==> src/common/prl_pkg.sv <==
// package of the port rate limiter and queue shaper
// assumes one instance per switch port on the 250 MHz core clock
package prl_pkg;

  // ----------------------------------------------------------------
  // register offsets
  // ----------------------------------------------------------------
  localparam logic [7:0] ADR_GLB    = 8'h00;
  localparam logic [7:0] ADR_PCTL   = 8'h04;
  localparam logic [7:0] ADR_IRATE  = 8'h08;
  localparam logic [7:0] ADR_ERATE  = 8'h0C;
  localparam logic [7:0] ADR_RATIO  = 8'h10;
  localparam logic [7:0] ADR_PCPMAP = 8'h14;
  localparam logic [7:0] ADR_DSCP0  = 8'h18;
  localparam logic [7:0] ADR_STAT   = 8'h28;

  // ----------------------------------------------------------------
  // field positions
  // ----------------------------------------------------------------
  localparam int GLB_QRL   = 0;
  localparam int GLB_IFG   = 1;
  localparam int GLB_PRE   = 2;
  localparam int PC_QMODE  = 0;
  localparam int PC_SEL    = 2;
  localparam int PC_FC     = 4;
  localparam int PC_PPRIO  = 5;
  localparam int PC_PMODE  = 7;
  localparam int RATE_STEP = 8;

  // ----------------------------------------------------------------
  // reset values
  // ----------------------------------------------------------------
  localparam logic [31:0] RST_GLB    = 32'h0000_0000;
  localparam logic [7:0]  RST_PCTL   = 8'h00;
  localparam logic [31:0] RST_RATE   = 32'h0000_0000;
  localparam logic [31:0] RST_RATIO  = 32'h0804_0201;
  localparam logic [15:0] RST_PCPMAP = 16'hFA50;
  localparam logic [31:0] RST_DSCP0  = 32'h0000_0000;
  localparam logic [31:0] RST_DSCP1  = 32'h5555_5555;
  localparam logic [31:0] RST_DSCP2  = 32'hAAAA_AAAA;
  localparam logic [31:0] RST_DSCP3  = 32'hFFFF_FFFF;

  // ----------------------------------------------------------------
  // modes
  // ----------------------------------------------------------------
  typedef enum logic [1:0] {
    PRL_Q1 = 2'b00,
    PRL_Q2 = 2'b01,
    PRL_Q4 = 2'b10
  } prl_qmode_e;

  typedef enum logic [1:0] {
    PRL_SEL_ALL   = 2'b00,
    PRL_SEL_MC    = 2'b01,
    PRL_SEL_BC    = 2'b10,
    PRL_SEL_FLOOD = 2'b11
  } prl_sel_e;

  // ----------------------------------------------------------------
  // rate codes and timing
  // ----------------------------------------------------------------
  localparam logic [6:0]  CODE_10M      = 7'h0A;
  localparam logic [6:0]  CODE_MBPS_MAX = 7'h64;
  localparam logic [6:0]  CODE_SUB_MAX  = 7'h73;
  localparam int          CLK_NS        = 4;
  localparam int          TICK_NS       = 125000;
  localparam int          TICK_CYC      = TICK_NS / CLK_NS;
  localparam logic [13:0] BITS_MBPS     = 14'(TICK_NS / 1000);
  localparam logic [13:0] BITS_STEP     = 14'(64 * TICK_NS / 1000000);
  localparam logic [13:0] IFG_BYTES     = 14'h000C;
  localparam logic [13:0] PRE_BYTES     = 14'h0008;
  localparam logic signed [19:0] LVL_CAP = 20'sh0FFFF;

endpackage : prl_pkg

==> src/rtl/prl_port_shaper.sv <==
// per port ingress policer and egress shaper with queue ratio gate
// assumes frame descriptors and queue status come from same-clock logic
//
// Notes on behaviour
// RL1 - below 1 Mbps use 64 kbps steps
// RL2 - above 1 Mbps use 1 Mbps steps
// RL3 - ingress and egress limits set independently
// RL4 - on 10 Mbps links rates above 10 unlimited
// RL5 - ingress limited per priority; ingress buckets here are indexed by queue number rx_q
// RL6 - egress limited per priority queue
// RL7 - size DA to FCS, optional gap, preamble
// RL8 - two-bit select of counted frame types
// RL9 - only selected frame types are counted
// RL10 - over limit drops, or pauses when enabled
// RL11 - port priority from two-bit port field
// RL12 - remap tag and diffserv priorities by tables
// RL13 - queue limiting needs global enable bit; egress queue buckets and q_live here do not depend on qrl
// RL14 - queue number follows priority per mode
// RL15 - leaky bucket per egress queue
// RL16 - shaping by stretching gap between frames
// RL17 - full queue memory drops or pauses ingress
// RL18 - lower queues limited by ratio to highest
// RL19 - per port ratio for queues zero to three
// RL20 - highest queue never held by ratio
// RL21 - software sets same queue mode everywhere
// RL22 - software keeps egress above ingress bandwidth
// RL23 - buckets credited on fixed tick by rate
//
// The address map and the plain strobed port were chosen for this implementation.
`timescale 1ns/1ps
`default_nettype none

module prl_port_shaper #(
  parameter int TICK_CYC = prl_pkg::TICK_CYC,
  parameter int LEN_W    = 11
) (
  // clock and reset
  input  wire logic             clk_i,
  input  wire logic             rst_n_i,
  // register port
  input  wire logic [7:0]       reg_addr_i,
  input  wire logic [31:0]      reg_wdata_i,
  input  wire logic             reg_wr_i,
  input  wire logic             reg_rd_i,
  output logic      [31:0]      reg_rdata_o,
  // link status
  input  wire logic             speed10_i,
  // ingress descriptor
  input  wire logic             rx_vld_i,
  input  wire logic [LEN_W-1:0] rx_len_i,
  input  wire logic             rx_mc_i,
  input  wire logic             rx_bc_i,
  input  wire logic             rx_flood_i,
  input  wire logic             rx_tag_i,
  input  wire logic [2:0]       rx_pcp_i,
  input  wire logic             rx_ip_i,
  input  wire logic [5:0]       rx_dscp_i,
  input  wire logic             rx_mem_full_i,
  output logic                  rx_dec_vld_o,
  output logic                  rx_dec_drop_o,
  output logic      [1:0]       rx_dec_q_o,
  output logic                  rx_pause_o,
  // egress queues
  input  wire logic [3:0]       tx_pend_i,
  input  wire logic             tx_sent_i,
  input  wire logic [1:0]       tx_sent_q_i,
  input  wire logic [LEN_W-1:0] tx_sent_len_i,
  output logic      [3:0]       tx_ok_o
);

  // ----------------------------------------------------------------
  // functions
  // ----------------------------------------------------------------
  function automatic logic [14:0] prl_rdec(input logic [6:0] code, input logic s10);
    logic        unl;
    logic [13:0] cr;
    unl = 1'b0;
    cr  = 14'h0000;
    if (code == 7'h00 || code > prl_pkg::CODE_SUB_MAX)
      unl = 1'b1;
    else if (code > prl_pkg::CODE_MBPS_MAX)
      cr = 14'(code - prl_pkg::CODE_MBPS_MAX) * prl_pkg::BITS_STEP; // RL1
    else if (s10 && code > prl_pkg::CODE_10M)
      unl = 1'b1; // RL4
    else
      cr = 14'(code) * prl_pkg::BITS_MBPS; // RL2
    return {unl, cr};
  endfunction : prl_rdec
  function automatic logic [16:0] prl_fbits(input logic [LEN_W-1:0] len,
                                            input logic ifg, input logic pre);
    logic [13:0] b;
    b = 14'(len) + (ifg ? prl_pkg::IFG_BYTES : 14'h0000)
                 + (pre ? prl_pkg::PRE_BYTES : 14'h0000); // RL7
    return {b, 3'h0};
  endfunction : prl_fbits
  function automatic logic signed [19:0] prl_bnext(input logic signed [19:0] lvl,
                                                   input logic [13:0] add,
                                                   input logic [16:0] sub);
    logic signed [21:0] t;
    t = 22'(lvl) + $signed({8'h00, add}) - $signed({5'h00, sub});
    if (t > 22'(prl_pkg::LVL_CAP))
      t = 22'(prl_pkg::LVL_CAP);
    else if (t < -22'(prl_pkg::LVL_CAP))
      t = -22'(prl_pkg::LVL_CAP);
    return t[19:0];
  endfunction : prl_bnext

  // ----------------------------------------------------------------
  // registers
  // ----------------------------------------------------------------
  logic [2:0]  glb_r;
  logic [7:0]  pctl_r;
  logic [31:0] irate_r;
  logic [31:0] erate_r;
  logic [31:0] ratio_r;
  logic [15:0] pcpmap_r;
  logic [31:0] dscp_r [4];
  logic [15:0] drop_cnt_r;
  logic [31:0] rd_mux;
  logic [3:0]  ing_over;
  logic [3:0]  egr_over;

  wire logic             qrl   = glb_r[prl_pkg::GLB_QRL];
  wire logic             ifg   = glb_r[prl_pkg::GLB_IFG];
  wire logic             pre   = glb_r[prl_pkg::GLB_PRE];
  wire prl_pkg::prl_qmode_e qmode = prl_pkg::prl_qmode_e'(pctl_r[prl_pkg::PC_QMODE +: 2]);
  wire prl_pkg::prl_sel_e   sel   = prl_pkg::prl_sel_e'(pctl_r[prl_pkg::PC_SEL +: 2]);
  wire logic             fc    = pctl_r[prl_pkg::PC_FC];
  wire logic [1:0]       pprio = pctl_r[prl_pkg::PC_PPRIO +: 2];
  wire logic             pmode = pctl_r[prl_pkg::PC_PMODE];
  wire logic wr_glb   = reg_wr_i && reg_addr_i == prl_pkg::ADR_GLB;
  wire logic wr_pctl  = reg_wr_i && reg_addr_i == prl_pkg::ADR_PCTL;
  wire logic wr_irate = reg_wr_i && reg_addr_i == prl_pkg::ADR_IRATE;
  wire logic wr_erate = reg_wr_i && reg_addr_i == prl_pkg::ADR_ERATE;
  wire logic wr_ratio = reg_wr_i && reg_addr_i == prl_pkg::ADR_RATIO;
  wire logic wr_pcp   = reg_wr_i && reg_addr_i == prl_pkg::ADR_PCPMAP;
  wire logic [7:0] dscp_off = reg_addr_i - prl_pkg::ADR_DSCP0;
  wire logic wr_dscp  = reg_wr_i && dscp_off < 8'h10 && dscp_off[1:0] == 2'b00;
  // separate ingress and egress settings, one set per port
  always_ff @(posedge clk_i or negedge rst_n_i)
  begin
    if (!rst_n_i)
    begin
      glb_r    <= prl_pkg::RST_GLB[2:0];
      pctl_r   <= prl_pkg::RST_PCTL;
      irate_r  <= prl_pkg::RST_RATE;
      erate_r  <= prl_pkg::RST_RATE;
      ratio_r  <= prl_pkg::RST_RATIO;
      pcpmap_r <= prl_pkg::RST_PCPMAP;
      dscp_r   <= '{prl_pkg::RST_DSCP0, prl_pkg::RST_DSCP1,
                    prl_pkg::RST_DSCP2, prl_pkg::RST_DSCP3};
    end
    else
    begin
      if (wr_glb)   glb_r    <= reg_wdata_i[2:0];
      if (wr_pctl)  pctl_r   <= reg_wdata_i[7:0];
      if (wr_irate) irate_r  <= reg_wdata_i; // RL3
      if (wr_erate) erate_r  <= reg_wdata_i; // RL3
      if (wr_ratio) ratio_r  <= reg_wdata_i; // RL19
      if (wr_pcp)   pcpmap_r <= reg_wdata_i[15:0];
      if (wr_dscp)  dscp_r[dscp_off[3:2]] <= reg_wdata_i;
    end
  end

  always_comb
  begin
    unique case (reg_addr_i)
      prl_pkg::ADR_GLB:    rd_mux = {29'h0000_0000, glb_r};
      prl_pkg::ADR_PCTL:   rd_mux = {24'h00_0000, pctl_r};
      prl_pkg::ADR_IRATE:  rd_mux = irate_r;
      prl_pkg::ADR_ERATE:  rd_mux = erate_r;
      prl_pkg::ADR_RATIO:  rd_mux = ratio_r;
      prl_pkg::ADR_PCPMAP: rd_mux = {16'h0000, pcpmap_r};
      prl_pkg::ADR_STAT:   rd_mux = {drop_cnt_r, 7'h00, rx_pause_o, egr_over, ing_over};
      default:             rd_mux = wr_dscp || (dscp_off < 8'h10 && dscp_off[1:0] == 2'b00)
                                    ? dscp_r[dscp_off[3:2]] : 32'h0000_0000;
    endcase
  end

  always_ff @(posedge clk_i or negedge rst_n_i)
  begin
    if (!rst_n_i)
      reg_rdata_o <= 32'h0000_0000;
    else
      reg_rdata_o <= reg_rd_i ? rd_mux : 32'h0000_0000;
  end

  // ----------------------------------------------------------------
  // credit tick
  // ----------------------------------------------------------------
  localparam int TW = $clog2(TICK_CYC + 1);
  logic [TW-1:0] tick_cnt_r;
  logic          tick_r;

  always_ff @(posedge clk_i or negedge rst_n_i)
  begin
    if (!rst_n_i)
    begin
      tick_cnt_r <= '0;
      tick_r     <= 1'b0;
    end
    else
    begin
      tick_r     <= tick_cnt_r == TW'(TICK_CYC - 1); // RL23
      tick_cnt_r <= tick_cnt_r == TW'(TICK_CYC - 1) ? '0 : tick_cnt_r + 1'b1;
    end
  end

  // ----------------------------------------------------------------
  // ingress classification
  // ----------------------------------------------------------------
  wire logic [1:0] pcp_p  = pcpmap_r[{rx_pcp_i, 1'b0} +: 2]; // RL12
  wire logic [1:0] dscp_p = dscp_r[rx_dscp_i[5:4]][{rx_dscp_i[3:0], 1'b0} +: 2]; // RL12
  wire logic [1:0] rx_prio = !pmode ? pprio : // RL11
                             rx_tag_i ? pcp_p : rx_ip_i ? dscp_p : pprio;
  logic [1:0] rx_q;
  logic       sel_hit;

  always_comb
  begin
    rx_q = 2'b00;
    if (qrl) // RL13
    begin
      unique case (qmode)
        prl_pkg::PRL_Q4: rx_q = rx_prio; // RL14
        prl_pkg::PRL_Q2: rx_q = {1'b0, rx_prio != 2'b00}; // RL14
        default:         rx_q = 2'b00;
      endcase
    end
  end
  always_comb
  begin
    unique case (sel) // RL8
      prl_pkg::PRL_SEL_ALL: sel_hit = 1'b1;
      prl_pkg::PRL_SEL_MC:  sel_hit = rx_mc_i;
      prl_pkg::PRL_SEL_BC:  sel_hit = rx_bc_i;
      default:              sel_hit = rx_flood_i;
    endcase
  end

  wire logic        rx_over = sel_hit && ing_over[rx_q]; // RL9
  wire logic        rx_drop = (rx_over || rx_mem_full_i) && !fc; // RL10 RL17
  wire logic [16:0] rx_bits = prl_fbits(rx_len_i, ifg, pre);
  wire logic [16:0] tx_bits = prl_fbits(tx_sent_len_i, ifg, pre);

  // ----------------------------------------------------------------
  // leaky buckets, ingress and egress per queue number
  // ----------------------------------------------------------------
  logic signed [19:0] ing_lvl_r [4];
  logic signed [19:0] egr_lvl_r [4];

  for (genvar q = 0; q < 4; q++)
  begin : g_bkt
    wire logic [14:0] idec = prl_rdec(irate_r[q*prl_pkg::RATE_STEP +: 7], speed10_i);
    wire logic [14:0] edec = prl_rdec(erate_r[q*prl_pkg::RATE_STEP +: 7], speed10_i);
    wire logic ichg = rx_vld_i && sel_hit && rx_q == 2'(q) && !rx_drop; // RL9
    wire logic echg = tx_sent_i && tx_sent_q_i == 2'(q);
    assign ing_over[q] = !idec[14] && ing_lvl_r[q] < 0; // RL5
    assign egr_over[q] = !edec[14] && egr_lvl_r[q] < 0; // RL6 RL15
    always_ff @(posedge clk_i or negedge rst_n_i)
    begin
      if (!rst_n_i)
      begin
        ing_lvl_r[q] <= 20'sh00000;
        egr_lvl_r[q] <= 20'sh00000;
      end
      else
      begin
        ing_lvl_r[q] <= idec[14] ? 20'sh00000 : prl_bnext(ing_lvl_r[q], // RL23
                        tick_r ? idec[13:0] : 14'h0000, ichg ? rx_bits : 17'h00000);
        egr_lvl_r[q] <= edec[14] ? 20'sh00000 : prl_bnext(egr_lvl_r[q], // RL15
                        tick_r ? edec[13:0] : 14'h0000, echg ? tx_bits : 17'h00000);
      end
    end
  end

  // ----------------------------------------------------------------
  // ingress decision
  // ----------------------------------------------------------------
  always_ff @(posedge clk_i or negedge rst_n_i)
  begin
    if (!rst_n_i)
    begin
      rx_dec_vld_o  <= 1'b0;
      rx_dec_drop_o <= 1'b0;
      rx_dec_q_o    <= 2'b00;
      rx_pause_o    <= 1'b0;
      drop_cnt_r    <= 16'h0000;
    end
    else
    begin
      rx_dec_vld_o  <= rx_vld_i;
      rx_dec_drop_o <= rx_vld_i && rx_drop; // RL10
      rx_dec_q_o    <= rx_q;
      rx_pause_o    <= fc && ((|ing_over) || rx_mem_full_i); // RL10 RL17
      if (rx_vld_i && rx_drop)
        drop_cnt_r <= drop_cnt_r + 16'h0001;
    end
  end

  // ----------------------------------------------------------------
  // transmit ratio gate and gap stretch
  // ----------------------------------------------------------------
  logic [6:0] rcnt_r [4];
  logic [1:0] hi;
  logic [3:0] blocked;
  logic [3:0] q_live;

  always_comb
  begin
    unique case (qmode)
      prl_pkg::PRL_Q4: hi = 2'd3;
      prl_pkg::PRL_Q2: hi = 2'd1;
      default:         hi = 2'd0;
    endcase
  end
  wire logic       ratio_on = qrl && hi != 2'd0; // RL18
  wire logic [6:0] hi_ratio = ratio_r[hi*prl_pkg::RATE_STEP +: 7];
  wire logic       rnd_clr  = !tx_pend_i[hi] || (tx_sent_i && tx_sent_q_i == hi
                              && rcnt_r[hi] + 7'h01 >= hi_ratio);

  for (genvar q = 0; q < 4; q++)
  begin : g_rat
    wire logic [6:0] rq = ratio_r[q*prl_pkg::RATE_STEP +: 7]; // RL19
    assign q_live[q]  = 2'(q) <= hi;
    assign blocked[q] = ratio_on && 2'(q) != hi && rcnt_r[q] >= rq; // RL18 RL20
    always_ff @(posedge clk_i or negedge rst_n_i)
    begin
      if (!rst_n_i)
        rcnt_r[q] <= 7'h00;
      else if (rnd_clr)
        rcnt_r[q] <= 7'h00;
      else if (tx_sent_i && tx_sent_q_i == 2'(q) && rcnt_r[q] != 7'h7F)
        rcnt_r[q] <= rcnt_r[q] + 7'h01;
    end
  end

  always_ff @(posedge clk_i or negedge rst_n_i)
  begin
    if (!rst_n_i)
      tx_ok_o <= 4'h0;
    else
      tx_ok_o <= q_live & ~egr_over & ~blocked; // RL16
  end
endmodule : prl_port_shaper

`default_nettype wire

==> config.mk <==
export PLATFORM = sky130hd
export DESIGN_NAME = prl_port_shaper
export DESIGN_NICKNAME = d
export VERILOG_FILES = /design/src/common/prl_pkg.sv /design/src/rtl/prl_port_shaper.sv
export SDC_FILE = /design/constraint.sdc
export NUM_CORES = 2
export LEC_CHECK = 0
export ABC_AREA = 1
export BUFFER_PORTS_ARGS = -buffer_cell sky130_fd_sc_hd__buf_2
export CORE_UTILIZATION = 35
export CTS_CLUSTER_DIAMETER = 40
export CTS_CLUSTER_SIZE = 16
export DETAILED_ROUTE_END_ITERATION = 6
export PLACE_DENSITY_LB_ADDON = 0.1
export SETUP_SLACK_MARGIN = 0.05
export SKIP_LAST_GASP = 1
export SLEW_MARGIN = 20
export SYNTH_ARGS = -nofsm -noshare
export SYNTH_HDL_FRONTEND = slang
export SYNTH_SLANG_ARGS = --single-unit
==> constraint.sdc <==
create_clock -name clk_i -period 8.6 [get_ports clk_i]
set_clock_uncertainty 0.2 [all_clocks]
set_input_delay 1.72 -clock clk_i [delete_from_list [all_inputs] [get_ports clk_i]]
set_output_delay 1.72 -clock clk_i [all_outputs]
set_load 0.05 [all_outputs]
* After elaboration in Yosys (flattened, before gate mapping)
Cells that the tools add are included.
** Operators by class
- Add/subtract/negate cells :: 36
- Multipliers :: 8
- $lt $le $gt $ge :: 64
- Equal/unequal tests :: 25
- Shift operators :: 3
- Multiplexer cells :: 125
- Bitwise logic cells :: 7
- Reduce and logical (&&, ||, !) cells :: 101
** Operator list (number)
- $mux W20 :: 24
- $mux W14 :: 32
- $mux W32 :: 7
- $pmux W32 S7 :: 1
- $gt A22 B17 Y1 const B :: 8
- $lt A22 B17 Y1 const B :: 8
- $add A20 B15 Y21 :: 8
- $lt A20 B1 Y1 const B :: 8
- $bmux W32 S2 :: 2
- $bwmux W128 :: 1
- $gt A7 B7 Y1 const B :: 16
- $mul A7 B7 Y14 const B :: 8
- $sub A21 B17 Y22 :: 4
- $sub A21 B18 Y22 :: 4
- $mux W7 :: 10
- $mux W17 :: 4
- $demux W32 S2 :: 1
- $mux W16 :: 4
- $sub A7 B7 Y8 const B :: 8
- $logic_and A1 B1 Y1 :: 58
- $gt A7 B4 Y1 const B :: 8
- $logic_not A7 Y1 :: 8
- $add A7 B1 Y7 const B :: 5
- $ge A7 B7 Y1 :: 5
- other kinds (44) :: 127
** Storage, ports and cells
- Bits in registers :: 512
- Output and inout bits :: 41
- Word-level logic and storage cells :: 400

* Logic depth before layout (Yosys ltp)
- Word-level depth :: 24
- Mapped depth :: 48

* Least setup slack after synthesis
OpenSTA, ideal clock, no wires.
- Path kind :: reg2reg
- From :: register erate_r[0]
- To :: register egr_lvl_r[67] in the netlist's numbering
- Library setup time :: 0.121 ns
- Arrival time :: 6.780 ns
- Data required time :: 8.279 ns
- Setup slack :: 1.500 ns
- Stages on the path, launching flop included :: 41
- Cell sequence :: dfrtp_1 fa_1 inv_1 fa_1 fa_1 fa_1 inv_1 ha_1 inv_1 o21bai_1 a31oi_1 nor2_1 o21ai_0 nand2_1 nand2_1 nand2_1 a21oi_1 nor2_1 [... 5 more ...] fa_1 inv_1 ha_1 nand2_1 nor2_1 nor3b_1 nand4_1 nand3_1 a21oi_1 o21ai_0 nor2_1 nand3_1 nor2_1 a21oi_1 nand3_2 buf_4 nand3_1 nand2_1
** On the way
- Cells in the longest elaborated chain, start to end :: 12
- Elaborated cells on any way between the ends :: 22
- Classes of those cells :: 3 x add/sub; 1 x mul; 5 x order compare; 10 x mux; 3 x reduce/logical
** RTL lines
- start: declaration :: RTL line prl_port_shaper.sv:114 : logic [31:0] erate_r;
- start signal: assignment :: RTL line prl_port_shaper.sv:147 : erate_r <= prl_pkg::RST_RATE;
- start signal: assignment :: RTL line prl_port_shaper.sv:158 : if (wr_erate) erate_r <= reg_wdata_i;
- branches (longest 11 deep; another with $sub A21 B17 Y22)
- $mux W20 (*) :: RTL line prl_port_shaper.sv:271 : egr_lvl_r[q] <= edec[14] ? 20'sh00000 : prl_bnext(egr_lvl_r[q],
- end signal: indexed assignment :: RTL line prl_port_shaper.sv:271
- end: declaration :: RTL line prl_port_shaper.sv:250 : logic signed [19:0] egr_lvl_r [4];
Mark *: on every way between the ends.
A chain may end at the register's enable or synchronous reset.

* Final worst setup path
Ends and elaborated chain as after synthesis.

==> flow_metrics.env <==
export IMPL_status="finished, violations left"
export IMPL_violations="DRC"
export IMPL_ys_ff_latch=512
export IMPL_via_per_inst=5.03
export IMPL_clkSlewWorstSetupHoldPaths_ps=50
export IMPL_fp_dieArea_um2=140000
export IMPL_grt_setup_unrepaired="yes"
export IMPL_drv_slew=0
export IMPL_layout_common_cells="nand2_1 (1257), inv_1 (1099), ha_1 (622)"
export IMPL_finalPower_mw=15.8
export IMPL_start_kind="flip-flop"
export IMPL_ant_nets=0
export IMPL_vdd_drop_max_mv=0.197
export IMPL_synth_area_top_cells="dfrtp_1 (22%), ha_1 (16%), nand2_1 (9.8%)"
export IMPL_ys_warnings_count=0
export IMPL_worst_slack_ps=601
export IMPL_max_freq_mhz=125
export IMPL_dr_pass1_iters=7
export IMPL_grt_pass1_vias=43000
export IMPL_synth_top_area_cell="dfrtp_1"
export IMPL_synth_edff_count=0
export IMPL_worstSetupStartpoint="erate_r[0]"
export IMPL_p_comb_share_pct=47.6
export IMPL_instances_no_fill=8447
export IMPL_holdWs_ps=269
export IMPL_crit_top_cell="nand2_1"
export IMPL_cts_sinks=512
export IMPL_drtIter0Drc=3315
export IMPL_rows=136
export IMPL_power_switching_mw=6.81
export IMPL_drc=1
export IMPL_tightest_slew_ps=1170
export IMPL_place_gp_congestion=0.898
export IMPL_h_tree_depth=4
export IMPL_synth_area_um2=48500
export IMPL_setup_viol=0
export IMPL_die_w_um=374
export IMPL_p_int_mw=8.97
export IMPL_grt_pass1_wl_mm=258
export IMPL_crit_path_end_kind="flip-flop"
export IMPL_synth_cell_types=69
export IMPL_critPathSlowestCell="fa_1"
export IMPL_dpl_worst_slack_ps=-386
export IMPL_min_period_ps=8000
export IMPL_synth_async_reset_ratio_pct=100
export IMPL_max_stage_delay_ps=590
export IMPL_cp_arrival_ps=8420
export IMPL_drt_total_wl_mm=166
export IMPL_syn_num_nets=7256
export IMPL_antenna_found_initial=21
export IMPL_hold_viol=0
export IMPL_cts_tree="done"
export IMPL_grt_max_degree=161
export IMPL_synth_top_cell_area_share_pct=22.5
export IMPL_synth_flop_cell="dfrtp_1"
export IMPL_drive_gt1_share_pct=9.42
export IMPL_p_leak_nw=29.0
export IMPL_required_ps=9020
export IMPL_final_common_cell="nand2_1"
export IMPL_ys_seq_area_share_pct=26.6
export IMPL_drv_cap=0
export IMPL_routedWlPerCell_um=19.6
export IMPL_hp_start="drop_cnt_r[7]"
export IMPL_path_delay_family="adder cells"
export IMPL_port_buffers=130
export IMPL_swShare_pct=43.2
export IMPL_grtUsageTotal_pct=23.8
export IMPL_core_area_um2=137000
export IMPL_clk_latency_ps=770
export IMPL_avgSynthCellArea_um2=7.69
export IMPL_critPathBufInv=6
export IMPL_power_share_clock_pct=33.7
export IMPL_cts_hold_buf=0
export IMPL_layout_nets=7489
export IMPL_dp_hpwl_mm=129
export IMPL_grt_ovfl_total=0
export IMPL_cellPowerDensity_nw_per_um2=279
export IMPL_cts_made_buffers=132
export IMPL_cts_buffer_depth=3
export IMPL_root_buffer="clkbuf_16"
export IMPL_dp_cells=8192
export IMPL_die_h_um=374
export IMPL_hold_class="reg2reg"
export IMPL_cp_max_fo=8
export IMPL_start_util_pct=35.3
export IMPL_num_io_pins=131
export IMPL_via_count=42500
export IMPL_netlist_instances=6308
export IMPL_r2r_start="erate_r[0]"
export IMPL_finalCritPeriodShare_pct=93.0
export IMPL_slew_headroom_pct=21.2
export IMPL_seqPwrFrac_pct=18.7
export IMPL_tns_ps=0
export IMPL_worstSetupPathType="reg2reg"
export IMPL_synthToLayoutAreaGrowth_pct=16.8
## worst register-to-register path, delay by kind of cell, from the launching register on
| family | cells | cell delay, ps |
|---|---|---|
| and+or+nand+nor | 16 | 1790 |
| DFF | 1 | 480 |
| AOI/OAI and AO/OA | 9 | 1480 |
| adders and majority gates | 7 | 3260 |
| buffers and inverters | 6 | 490 |
| xor gates and xnor gates | 1 | 150 |
## cell families after synthesis
family | synth area share [%]
adder cells (fa/ha/maj) | 25.8
AO/OA/AOI/OAI | 13.1
AND/OR/NAND/NOR | 20.1
XOR/XNOR | 4.30
buffers and inverters | 10.1
flip-flops | 26.6
## per-layer routing
metal / track usage, % / routed length, um / vias to the layer above
met2: 38.3 / 75800 / 944
met5: 0 / 70 / -
met4: 8.51 / 5610 / 12
li1: - / - / 21000
met1: 32.3 / 75800 / 20300
met3: 3.62 / 8520 / 269
## sequential cells by signal (all words and copies together), names as in the netlist, 2 cells and up
name and flops:
dscp_r 128, glb_r 3, reg_rdata_o 32, irate_r 32, ing_lvl_r 80, egr_lvl_r 80, tx_ok_o 4, pcpmap_r 16
erate_r 32, rcnt_r 28, rx_dec_q_o 2, tick_cnt_r 15, pctl_r 8, ratio_r 32, drop_cnt_r 16
## stage by stage
stage,util (%),instance area [um2]
3_5_place_dp,37.6,51600
6_report,41.2,56600
3_3_place_gp,37.6,51600
2_1_floorplan,-,48500
5_1_grt,41.2,56600
4_1_cts,41.1,56400
## power by group through the flow
stage | registers, mW | logic [mW] | clock network, mW
5_1_grt | 3.00 | 8.61 | 5.54
4_1_cts | 2.96 | 7.42 | 5.43
2_1_floorplan | 2.94 | 5.63 | 0
3_3_place_gp | 2.99 | 7.37 | 0
6_report | 2.96 | 7.51 | 5.32
3_5_place_dp | 2.99 | 7.35 | 0
## synth_stat cells (all sizes together), types with 10 or more instances
master     n
a21boi    14
a32oi     10
nand4     74
nor2     445
clkbuf   108
inv     1108
nor3     108
a31oi     34
buf       43
dfrtp    436
xor2     149
a21oi    304
o21bai    35
a211oi    16
xnor2     89
o22ai     64
nand2   1277
dfstp     76
a21o      24
ha       622
o21ai    501
a22oi     50
nor4      28
fa       236
nor3b     13
nand3    346
## worst paths after layout
kind,to,slack (ps),cells past startpoint
max,egr_lvl_r[67],600,39
min,drop_cnt_r[7],270,2
max reg2reg,egr_lvl_r[67],600,39
min reg2reg,drop_cnt_r[7],270,2
max in group asynchronous,dscp_r[113],5850,2
min in group asynchronous,ing_lvl_r[15],810,1
## final cells by class
cell class              instances  area, um2
fillers                     14300      80900
multi-input cells            4531      30900
flip-flops and latches        512      12900
inverters                    1115       4200
clock buffers                 167       3630
well taps                    1794       2240
repair buffers                249       1600
clock inverters                73       1150
diodes                          6       15.0
## timing repair
action / in CTS / in global routing
gates resized for setup: 4 / 33
gates cloned: 0 / 1
pin swaps: 0 / 3
setup buffers: 3 / 5
endpoints found under the setup margin: 16 / 65
Power figures use the tool's default switching activity.
